## config.mk

```make
export PLATFORM = sky130hd
export DESIGN_NAME = reg_attr_bank
export DESIGN_NICKNAME = d
export VERILOG_FILES = /design/src/core/reg_attr_pkg.sv /design/src/core/reg_attr_bank.sv
export SDC_FILE = /design/constraint.sdc
export NUM_CORES = 1
export LEC_CHECK = 0
export BUFFER_PORTS_ARGS = -buffer_cell sky130_fd_sc_hd__buf_2
export CAP_MARGIN = 20
export CORE_MARGIN = 4
export CORE_UTILIZATION = 29
export CTS_CLUSTER_SIZE = 12
export DETAILED_ROUTE_END_ITERATION = 12
export GPL_TIMING_DRIVEN = 1
export PLACE_DENSITY_LB_ADDON = 0.2
export SETUP_SLACK_MARGIN = 0.02
export SYNTH_ARGS = -nofsm -noshare
export SYNTH_HDL_FRONTEND = slang
export SYNTH_SLANG_ARGS = --single-unit
```

## constraint.sdc

```tcl
create_clock -name sys_clk -period 3 [get_ports sys_clk]
set_input_delay 0.45 -clock sys_clk [delete_from_list [all_inputs] [get_ports sys_clk]]
set_output_delay 0.45 -clock sys_clk [all_outputs]
set_load 0.02 [all_outputs]
```

## src/core/reg_attr_pkg.sv

```systemverilog
// constants for the register bit attribute bank
package reg_attr_pkg;
    localparam int ADDR_W = 4;
    localparam int DATA_W = 32;
    // register indices
    localparam logic [3:0] IDX_STATUS  = 4'h0;
    localparam logic [3:0] IDX_EVENTS  = 4'h1;
    localparam logic [3:0] IDX_CONTROL = 4'h2;
    localparam logic [3:0] IDX_COUNTER = 4'h3;
    localparam logic [3:0] IDX_SCRATCH = 4'h4;
    localparam logic [3:0] IDX_KEEP    = 4'h5;
    localparam logic [3:0] IDX_WRONLY  = 4'h6;
    // status register fields
    localparam int ST_RO_LO      = 0;
    localparam int ST_RO_W       = 8;
    localparam int ST_ROLAT_BIT  = 8;
    localparam int ST_LATLO_BIT  = 9;
    localparam int ST_LATHI_BIT  = 10;
    localparam int ST_SETRD_BIT  = 11;
    // event register fields
    localparam int EV_W          = 8;
    localparam int EV_STICKY_BIT = 8;
    // control register fields
    localparam int CT_GO_BIT     = 0;
    localparam int CT_EN_BIT     = 1;
    localparam int CT_MODE_LO    = 4;
    localparam int CT_MODE_W     = 4;
    // counter and scratch widths
    localparam int CNT_W         = 16;
    localparam int ANYCLR_LO     = 16;
    localparam int ANYCLR_W      = 16;
    localparam int SCRATCH_W     = 16;
    // reset values
    localparam logic [CT_MODE_W-1:0] MODE_RST = 4'h0;
    localparam logic [DATA_W-1:0]    SCRATCH_RST = 32'h0000_0000;
    localparam logic [DATA_W-1:0]    KEEP_RST    = 32'h0000_0000;
    localparam logic [DATA_W-1:0]    WRONLY_RST  = 32'h0000_0000;
    localparam logic [DATA_W-1:0]    UNMAPPED_RD = 32'h0000_0000;
endpackage : reg_attr_pkg

```

## src/core/reg_attr_bank.sv

```systemverilog
// register bank with per-bit access attributes
`timescale 1ns/1ps
// one latch bit: its cause drives it off the idle level, a read brings it back
module read_clear_latch
    import reg_attr_pkg::*;
#(
    parameter logic IDLE = 1'b0
)
(
    input  wire logic sys_clk,
    input  wire logic any_rst,
    input  wire logic cause,
    input  wire logic rd_hit,
    output logic      state
);
    logic next_state;

    // cause wins over the read, so an event in the read cycle is not lost
    always_comb
    begin
        next_state = state;
        if (cause)
            next_state = ~IDLE;
        else if (rd_hit)
            next_state = IDLE;
    end

    always_ff @(posedge sys_clk)
    begin
        if (any_rst)
            state <= IDLE;
        else
            state <= next_state;
    end
endmodule : read_clear_latch

module reg_attr_bank
    import reg_attr_pkg::*;
(
    input  wire logic              sys_clk,
    input  wire logic              rstn,
    input  wire logic              soft_rst,
    input  wire logic              rd_en,
    input  wire logic              wr_en,
    input  wire logic [ADDR_W-1:0] addr,
    input  wire logic [DATA_W-1:0] wr_data,
    output logic      [DATA_W-1:0] rd_data,
    input  wire logic [ST_RO_W-1:0] hw_status,
    input  wire logic              link_up,
    input  wire logic              err_cond,
    input  wire logic              fault_cond,
    input  wire logic [EV_W-1:0]   hw_events,
    input  wire logic              sticky_cond,
    input  wire logic              cnt_inc,
    input  wire logic              go_done,
    output logic                   go,
    output logic                   enable,
    output logic [CT_MODE_W-1:0]   mode,
    output logic [DATA_W-1:0]      keep_value,
    output logic [DATA_W-1:0]      wronly_value
);
    logic                 any_rst;
    logic                 rd_status;
    logic                 rd_counter;
    logic                 wr_events;
    logic                 wr_control;
    logic                 wr_counter;
    logic                 wr_scratch;
    logic                 wr_keep;
    logic                 wr_wronly;
    logic                 readonly_latch_high;
    logic                 readonly_latch_read;
    logic                 latch_low;
    logic                 latch_high;
    logic                 set_on_read;
    logic [EV_W-1:0]      write_one_clear;
    logic                 sticky;
    logic [CNT_W-1:0]     clear_on_read;
    logic [ANYCLR_W-1:0]  write_any_clear;
    logic [SCRATCH_W-1:0] scratch_lo;
    logic [DATA_W-1:0]    next_rd_data;
    logic                 next_readonly_latch_high;
    logic                 next_readonly_latch_read;
    logic                 next_set_on_read;
    logic [EV_W-1:0]      next_write_one_clear;
    logic                 next_sticky;
    logic [CNT_W-1:0]     next_clear_on_read;
    logic [ANYCLR_W-1:0]  next_write_any_clear;
    logic [SCRATCH_W-1:0] next_scratch_lo;
    logic                 next_go;
    logic                 next_enable;
    logic [CT_MODE_W-1:0] next_mode;
    logic [DATA_W-1:0]    next_keep;
    logic [DATA_W-1:0]    next_wronly;

    assign any_rst    = !rstn || soft_rst;
    assign rd_status  = rd_en && (addr == IDX_STATUS);
    assign rd_counter = rd_en && (addr == IDX_COUNTER);
    assign wr_events  = wr_en && (addr == IDX_EVENTS);
    assign wr_control = wr_en && (addr == IDX_CONTROL);
    assign wr_counter = wr_en && (addr == IDX_COUNTER);
    assign wr_scratch = wr_en && (addr == IDX_SCRATCH);
    assign wr_keep    = wr_en && (addr == IDX_KEEP);
    assign wr_wronly  = wr_en && (addr == IDX_WRONLY);

    // read mux, registered; reads show the value before this read's side effects
    always_comb
    begin
        next_rd_data = rd_data;
        if (rd_en)
        begin
            next_rd_data = UNMAPPED_RD;
            case (addr)
                IDX_STATUS:
                begin
                    next_rd_data[ST_RO_LO +: ST_RO_W] = hw_status;
                    next_rd_data[ST_ROLAT_BIT] = readonly_latch_high;
                    next_rd_data[ST_LATLO_BIT] = latch_low;
                    next_rd_data[ST_LATHI_BIT] = latch_high;
                    next_rd_data[ST_SETRD_BIT] = set_on_read;
                end
                IDX_EVENTS:
                begin
                    next_rd_data[EV_W-1:0]     = write_one_clear;
                    next_rd_data[EV_STICKY_BIT] = sticky;
                end
                IDX_CONTROL:
                begin
                    next_rd_data[CT_GO_BIT] = go;
                    next_rd_data[CT_EN_BIT] = enable;
                    next_rd_data[CT_MODE_LO +: CT_MODE_W] = mode;
                end
                IDX_COUNTER:
                begin
                    next_rd_data[CNT_W-1:0] = clear_on_read;
                    next_rd_data[ANYCLR_LO +: ANYCLR_W] = write_any_clear;
                end
                IDX_SCRATCH: next_rd_data[SCRATCH_W-1:0] = scratch_lo;
                IDX_KEEP:    next_rd_data = keep_value;
                IDX_WRONLY:  next_rd_data = UNMAPPED_RD;
                default:     next_rd_data = UNMAPPED_RD;
            endcase
        end
    end

    // read-only latch-high and set-on-read bits
    always_comb
    begin
        next_readonly_latch_high = readonly_latch_high;
        next_readonly_latch_read = readonly_latch_read;
        next_set_on_read         = set_on_read;
        // once read, the bit follows its cause down without another read
        if (link_up)
            next_readonly_latch_high = 1'b1;
        else if (rd_status || readonly_latch_read)
            next_readonly_latch_high = 1'b0;
        if (!next_readonly_latch_high)
            next_readonly_latch_read = 1'b0;
        else if (rd_status)
            next_readonly_latch_read = 1'b1;
        if (rd_status)
            next_set_on_read = 1'b1;
    end

    // latch bits held until the status register is read
    read_clear_latch #(.IDLE(1'b0)) latch_high_u
    (
        .sys_clk (sys_clk),
        .any_rst (any_rst),
        .cause   (err_cond),
        .rd_hit  (rd_status),
        .state   (latch_high)
    );
    read_clear_latch #(.IDLE(1'b1)) latch_low_u
    (
        .sys_clk (sys_clk),
        .any_rst (any_rst),
        .cause   (fault_cond),
        .rd_hit  (rd_status),
        .state   (latch_low)
    );

    // event bits and the level-sticky bit
    always_comb
    begin
        next_write_one_clear = (write_one_clear & ~(wr_events ? wr_data[EV_W-1:0] : '0))
                               | hw_events;
        next_sticky = sticky;
        if (sticky_cond)
            next_sticky = 1'b1;
        else if (wr_events && !wr_data[EV_STICKY_BIT])
            next_sticky = 1'b0;
    end

    // clear-on-read count, saturating write-any-clear count, scratch
    always_comb
    begin
        next_clear_on_read = clear_on_read;
        if (rd_counter)
            next_clear_on_read = '0;
        if (cnt_inc)
            next_clear_on_read = (rd_counter ? CNT_W'(0) : clear_on_read) + CNT_W'(1);
        next_write_any_clear = write_any_clear;
        if (wr_counter)
            next_write_any_clear = '0;
        if (cnt_inc && (write_any_clear != '1) && !wr_counter)
            next_write_any_clear = write_any_clear + ANYCLR_W'(1);
        next_scratch_lo = wr_scratch ? wr_data[SCRATCH_W-1:0] : scratch_lo;
    end

    // control bits
    always_comb
    begin
        next_go     = go;
        next_enable = enable;
        next_mode   = mode;
        next_keep   = wr_keep ? wr_data : keep_value;
        next_wronly = wr_wronly ? wr_data : wronly_value;
        if (go && go_done)
            next_go = 1'b0;
        if (wr_control)
        begin
            if (wr_data[CT_GO_BIT])
                next_go = 1'b1;
            next_enable = wr_data[CT_EN_BIT];
            next_mode   = wr_data[CT_MODE_LO +: CT_MODE_W];
        end
    end

    always_ff @(posedge sys_clk)
    begin
        if (!rstn)
            rd_data <= UNMAPPED_RD;
        else
            rd_data <= next_rd_data;
    end

    // status group
    always_ff @(posedge sys_clk)
    begin
        if (any_rst)
        begin
            readonly_latch_high <= 1'b0;
            readonly_latch_read <= 1'b0;
            set_on_read         <= 1'b0;
        end
        else
        begin
            readonly_latch_high <= next_readonly_latch_high;
            readonly_latch_read <= next_readonly_latch_read;
            set_on_read         <= next_set_on_read;
        end
    end

    // event group
    always_ff @(posedge sys_clk)
    begin
        if (any_rst)
        begin
            write_one_clear <= '0;
            sticky          <= 1'b0;
        end
        else
        begin
            write_one_clear <= next_write_one_clear;
            sticky          <= next_sticky;
        end
    end

    // counter group
    always_ff @(posedge sys_clk)
    begin
        if (any_rst)
        begin
            clear_on_read   <= '0;
            write_any_clear <= '0;
            scratch_lo      <= SCRATCH_RST[SCRATCH_W-1:0];
        end
        else
        begin
            clear_on_read   <= next_clear_on_read;
            write_any_clear <= next_write_any_clear;
            scratch_lo      <= next_scratch_lo;
        end
    end

    // control group
    always_ff @(posedge sys_clk)
    begin
        if (any_rst)
        begin
            go           <= 1'b0;
            enable       <= 1'b0;
            mode         <= MODE_RST;
            wronly_value <= WRONLY_RST;
        end
        else
        begin
            go           <= next_go;
            enable       <= next_enable;
            mode         <= next_mode;
            wronly_value <= next_wronly;
        end
    end

    // exempt from software reset, only power-on reset
    always_ff @(posedge sys_clk)
    begin
        if (!rstn)
            keep_value <= KEEP_RST;
        else
            keep_value <= next_keep;
    end
endmodule : reg_attr_bank

```

# ---- Word level (Yosys, flattened, before mapping)
# Cells that the tools add are included.
dict set report op_classes {
  n_mux 23
  n_eq_ne 7
  reduce_logical 23
  bitwise_logic 4
  n_addsub 2
}
# operator n
set op_table {}
lappend op_table {{2-to-1 mux 16 bit} 4}
lappend op_table {{adder 16 x 1 -> 16 bit (second input constant)} 2}
lappend op_table {{one-hot mux 16 bit (2 select lines)} 1}
lappend op_table {{one-hot mux 4 bit (6 select lines)} 1}
lappend op_table {{!= test 16 bit (second input constant)} 1}
lappend op_table {{equality test 4 x 3 -> 1 bit (second input constant)} 3}
lappend op_table {{logical AND 1 bit} 12}
lappend op_table {{one-hot mux 2 bit (6 select lines)} 1}
lappend op_table {{one-hot mux 3 bit (4 select lines)} 1}
lappend op_table {{one-hot mux 4 bit (3 select lines)} 1}
lappend op_table {{2-to-1 mux 1 bit} 11}
lappend op_table {{one-hot mux 2 bit (5 select lines)} 1}
lappend op_table {{AND 8 bit} 1}
lappend op_table {{equality test 4 x 2 -> 1 bit (second input constant)} 2}
lappend op_table {{2-to-1 mux 8 bit} 1}
lappend op_table {{inverter 8 bit} 1}
lappend op_table {{bitwise OR 8 bit} 1}
lappend op_table {{nonzero test 2 bit} 4}
lappend op_table {{one-hot mux 1 bit (5 select lines)} 1}
lappend op_table {{equality test 4 x 1 -> 1 bit (second input constant)} 1}
lappend op_table {{zero test 4 bit} 1}
lappend op_table {{zero test 1 bit} 3}
lappend op_table {{logical OR 1 bit} 2}
lappend op_table {{OR reduction 2 bit} 1}
lappend op_table {{inverter 1 bit} 1}
dict set report totals {
  regBits 164
  wordCells 75
  out_inout_bits 102
}

# ---- Logic depth before layout (Yosys ltp)
dict set report depth {
  word_depth 7
  ltp_mapped 10
  mapped_depth_nobuf 8
}

# ---- By module
# A second synthesis with hierarchy kept.
dict set report hier_totals {
  cells_unflattened 804
  area_unflattened_um2 6896.6
}
# mod cells_each instances area_per_inst_um2 seq_area_each_um2
set modules_own_cells {}
lappend modules_own_cells {reg_attr_bank 797 1 6822.8 3243.1}
lappend modules_own_cells {{read_clear_latch at latch_high_u} 4 1 38.8 20.0}
lappend modules_own_cells {{read_clear_latch at latch_low_u} 3 1 35.0 20.0}

# ---- Worst setup path after synthesis
# Ideal clock, no wire load.
dict set report synth_path {
  path_type {input port to flip-flop}
  from {input addr[3]}
  to {register clear_on_read[8]}
  required_ns 2.872
  arrival_ns 2.152
  setup_time_ns 0.128
  stages 10
  path_slack_ns 0.721
  cell_sequence {buf_2 -> or3b_1 -> buf_2 -> o21ai_0 -> inv_1 -> ha_1 -> and3_1 -> nand4_1 -> xor2_1 -> nor2_1}
}
dict set report synth_via {
  elab_chain_len 5
}
# item line
set synth_lines {}
lappend synth_lines {{start, declared} reg_attr_bank.sv:45} ;# input wire logic [ADDR_W-1:0] addr,
lappend synth_lines {{equality test 4 x 2 -> 1 bit (*)} reg_attr_bank.sv:98} ;# assign rd_counter = rd_en && (addr == IDX_COUNTER);
lappend synth_lines {{logical AND 1 bit (*)} reg_attr_bank.sv:98}
lappend synth_lines {{2-to-1 mux 16 bit (*)} --}
lappend synth_lines {{adder 16 x 1 -> 16 bit} reg_attr_bank.sv:202} ;# next_clear_on_read = (rd_counter ? CNT_W'(0) : clear_on_read) + CNT_W'(1);
lappend synth_lines {{2-to-1 mux 16 bit (*)} reg_attr_bank.sv:201} ;# if (cnt_inc)
lappend synth_lines {{end signal, assigned} reg_attr_bank.sv:281} ;# clear_on_read <= next_clear_on_read;
lappend synth_lines {{end, declared} reg_attr_bank.sv:78} ;# logic [CNT_W-1:0] clear_on_read;
# Every way passes the cells marked *; elsewhere a longest branch is shown, timed or not.
# A chain may end at the register's enable or synchronous reset.

# ---- Worst setup path after layout
dict set report layout_path {
  from {input addr[0]}
  to {register clear_on_read[14]}
}
# Same word-level chain as after synthesis.

==> flow_summary.yaml <==
setup_path:
  r2r_cells: 4
  r2r_setup_slack_ns: 1.18
  critPathMaxFanout: 25
  path_class: "in2reg"
  end_kind: "flip-flop"
  crit_path_start_kind: "input pin"
  required_ns: 3.35
  arrival_ns: 2.36
grt:
  grt_remaining_overflow: 0
  grt_pass1_wl_um: 36100
  grt_max_degree: 65
  antenna_found_initial: 3
  grt_pass1_vias: 6018
  grt_usage: 0.1754
sta:
  finalHoldViolCount: 0
  fin_crit_sh: 0.6691
  rsz0062_at_grt: "false"
  fin_hold_ws_ns: 0.2040
  fin_skew_ns: 0.01413
  setup_tns_ns: 0
  max_freq_mhz: 498.2
  worst_slew_pin_slew_ns: 0.7627
  setup-violations-final: 0
  relSlewSlack: 0.4784
  min_period_ns: 2.007
  maxSlewViolCount: 0
cells_and_area:
  fin_nets: 1023
  fillers: 2433
  fin_util: 0.3740
  area_growth_pct: 25.07
  fin_area_um2: 8569
  layout.cells.most_common: "nand2_1"
  layout-drive-gt1-share: 0.2400
  final_cell_mix: "nand2_1 (190), dfxtp_1 (164), buf_2 (164)"
yosys:
  ys_warn_count: 0
  synth_nets: 876
  synth_cell_type_count: 60
  synth_top_area_share: 0.4792
  ys_top_cells_by_area: "dfxtp_1 (48%), nand2_1 (10%), a21oi_1 (7.5%)"
  avgSynthCellArea_um2: 8.448
  ys_async_sr_fraction: 0
  synth_edf_count: 0
  syn-cell-area_um2: 6852
  synth_top_cell_by_area: "dfxtp_1"
  synth-seq-cells: 164
  synth_top_flop_cell: "dfxtp_1"
  postSynthCellCount: 811
  synth-seq-area-share: 0.4792
clock_tree:
  root_buffer: "clkbuf_16"
  cts.clk_slew.worst_paths_ns: 0.07
  post_cts_resized: 0
  postCtsSetupBuffers: 0
  htreeDepth: 4
  cts_tree: "done"
  cts_buffers: 17
  cts_hold_buf: 0
  cts_buffer_depth: 2
  cts.sinks: 164
  clkLatencyLatePin_ns: 0.43
die:
  rows: 55
  die_x_um: 161.7
  core-area_um2: 22920
  num_io_pins: 165
  die-area_um2: 26150
  start_util: 0.2990
  die_h_um: 161.7
drt:
  first_pass_iters: 7
  final_antenna_net_count: 0
  drc: 0
  vias_per_cell: 4.908
  wl_um: 23040
  dr_total_vias: 6307
  initialDrtViolationCount: 414
  avgRoutedWirePerCell_um: 17.93
place:
  hpwl_um: 16390
  port_buffers: 164
  place_area_um2: 7979
  gp_congestion: 0.8110
hold_path:
  hold_path.class: "in2reg"
  whs_path_depth: 2
pwr:
  power_density_nw_per_um2: 548.4
  ir_drop_mv: 0.3622
  leakagePower_nw: 3.274
status:
  run_status: "completed"
run:
  drv_cap: 0
## cells by family after synthesis
| group | share of synthesized area |
|---|---|
| simple gates | 0.2297 |
| xor+xnor | 0.01534 |
| flops | 0.4792 |
| buf+inv | 0.03816 |
| fa+ha+maj | 0.003652 |
| mux | 0.03141 |
| compound gates | 0.2025 |
## state kept, by name, summed over array words and instances (netlist names)
name / cells
latch_high_u.state: 1
write_one_clear: 8
clear_on_read: 16
mode: 4
scratch_lo: 16
sticky: 1
rd_data: 32
set_on_read: 1
enable: 1
latch_low_u.state: 1
readonly_latch_read: 1
readonly_latch_high: 1
wronly_value: 32
go: 1
keep_value: 32
write_any_clear: 16
## final timing paths
check | from | to
hold reg to reg | wronly_value[9] | wronly_value[9]
setup / recovery | addr[0] | clear_on_read[14]
hold / removal | fault_cond | latch_low_u.state
setup reg to reg | write_any_clear[7] | write_any_clear[13]
## worst max-delay path: stages
cell and delay, ns:
buf_2 0.28, and2_1 0.27, nand2_1 0.14, and2_1 0.15, ha_1 0.15, and3_1 0.27, nand3_1 0.16, or3_1 0.33
a21oi_1 0.14
## metal layers
metal  vias to the layer above  GRT usage  wire length (µm)
met5                         -          0                20
met4                         4    0.04575               205
met3                        14    0.03755              1213
met2                       153     0.2600             10150
met1                      2966     0.2592             11460
li1                       3170          -                 -
## area by class of cell
| type | count | area, µm² | area share |
|---|---|---|---|
| Antenna cell | 1 | 2.502 | 0.0002920 |
| Clock buffer | 17 | 425.4 | 0.04964 |
| Clock inverter | 15 | 162.7 | 0.01898 |
| Inverter | 5 | 18.77 | 0.002190 |
| Multi-Input combinational cell | 587 | 3309 | 0.3862 |
| Sequential cell | 164 | 3283 | 0.3831 |
| Tap cell | 313 | 391.6 | 0.04570 |
| Timing Repair Buffer | 183 | 975.9 | 0.1139 |
## power breakdown
group,internal (mW),switching (mW)
Combinational,0.101,0.198
Clock,1.12,1.06
Sequential,2.20,0.0199
## Yosys cell counts (5+ instances only)
| cell | count |
|---|---|
| nand2_1 | 190 |
| dfxtp_1 | 164 |
| a21oi_1 | 103 |
| nor2_1 | 40 |
| clkbuf_1 | 32 |
| o21ai_0 | 29 |
| a21boi_0 | 28 |
| nand3_1 | 23 |
| a222oi_1 | 20 |
| nor2b_1 | 20 |
| buf_2 | 19 |
| mux2i_1 | 17 |
| or3_1 | 9 |
| xor2_1 | 8 |
| a22o_1 | 7 |
| nand4_1 | 7 |
| nor3_1 | 6 |
| o22ai_1 | 5 |
## per-stage QoR
step                      setup slack [ns]  power [mW]  instances
after floorplan                     0.7208       2.433        811
after global placement              0.6185       2.575       1252
after detailed placement            0.5801       2.574       1252
after CTS                            1.036       4.755       1284
after global routing                0.8268       4.871       1284
final                               0.9926       4.700       1285
Power figures use the tool's default switching activity.
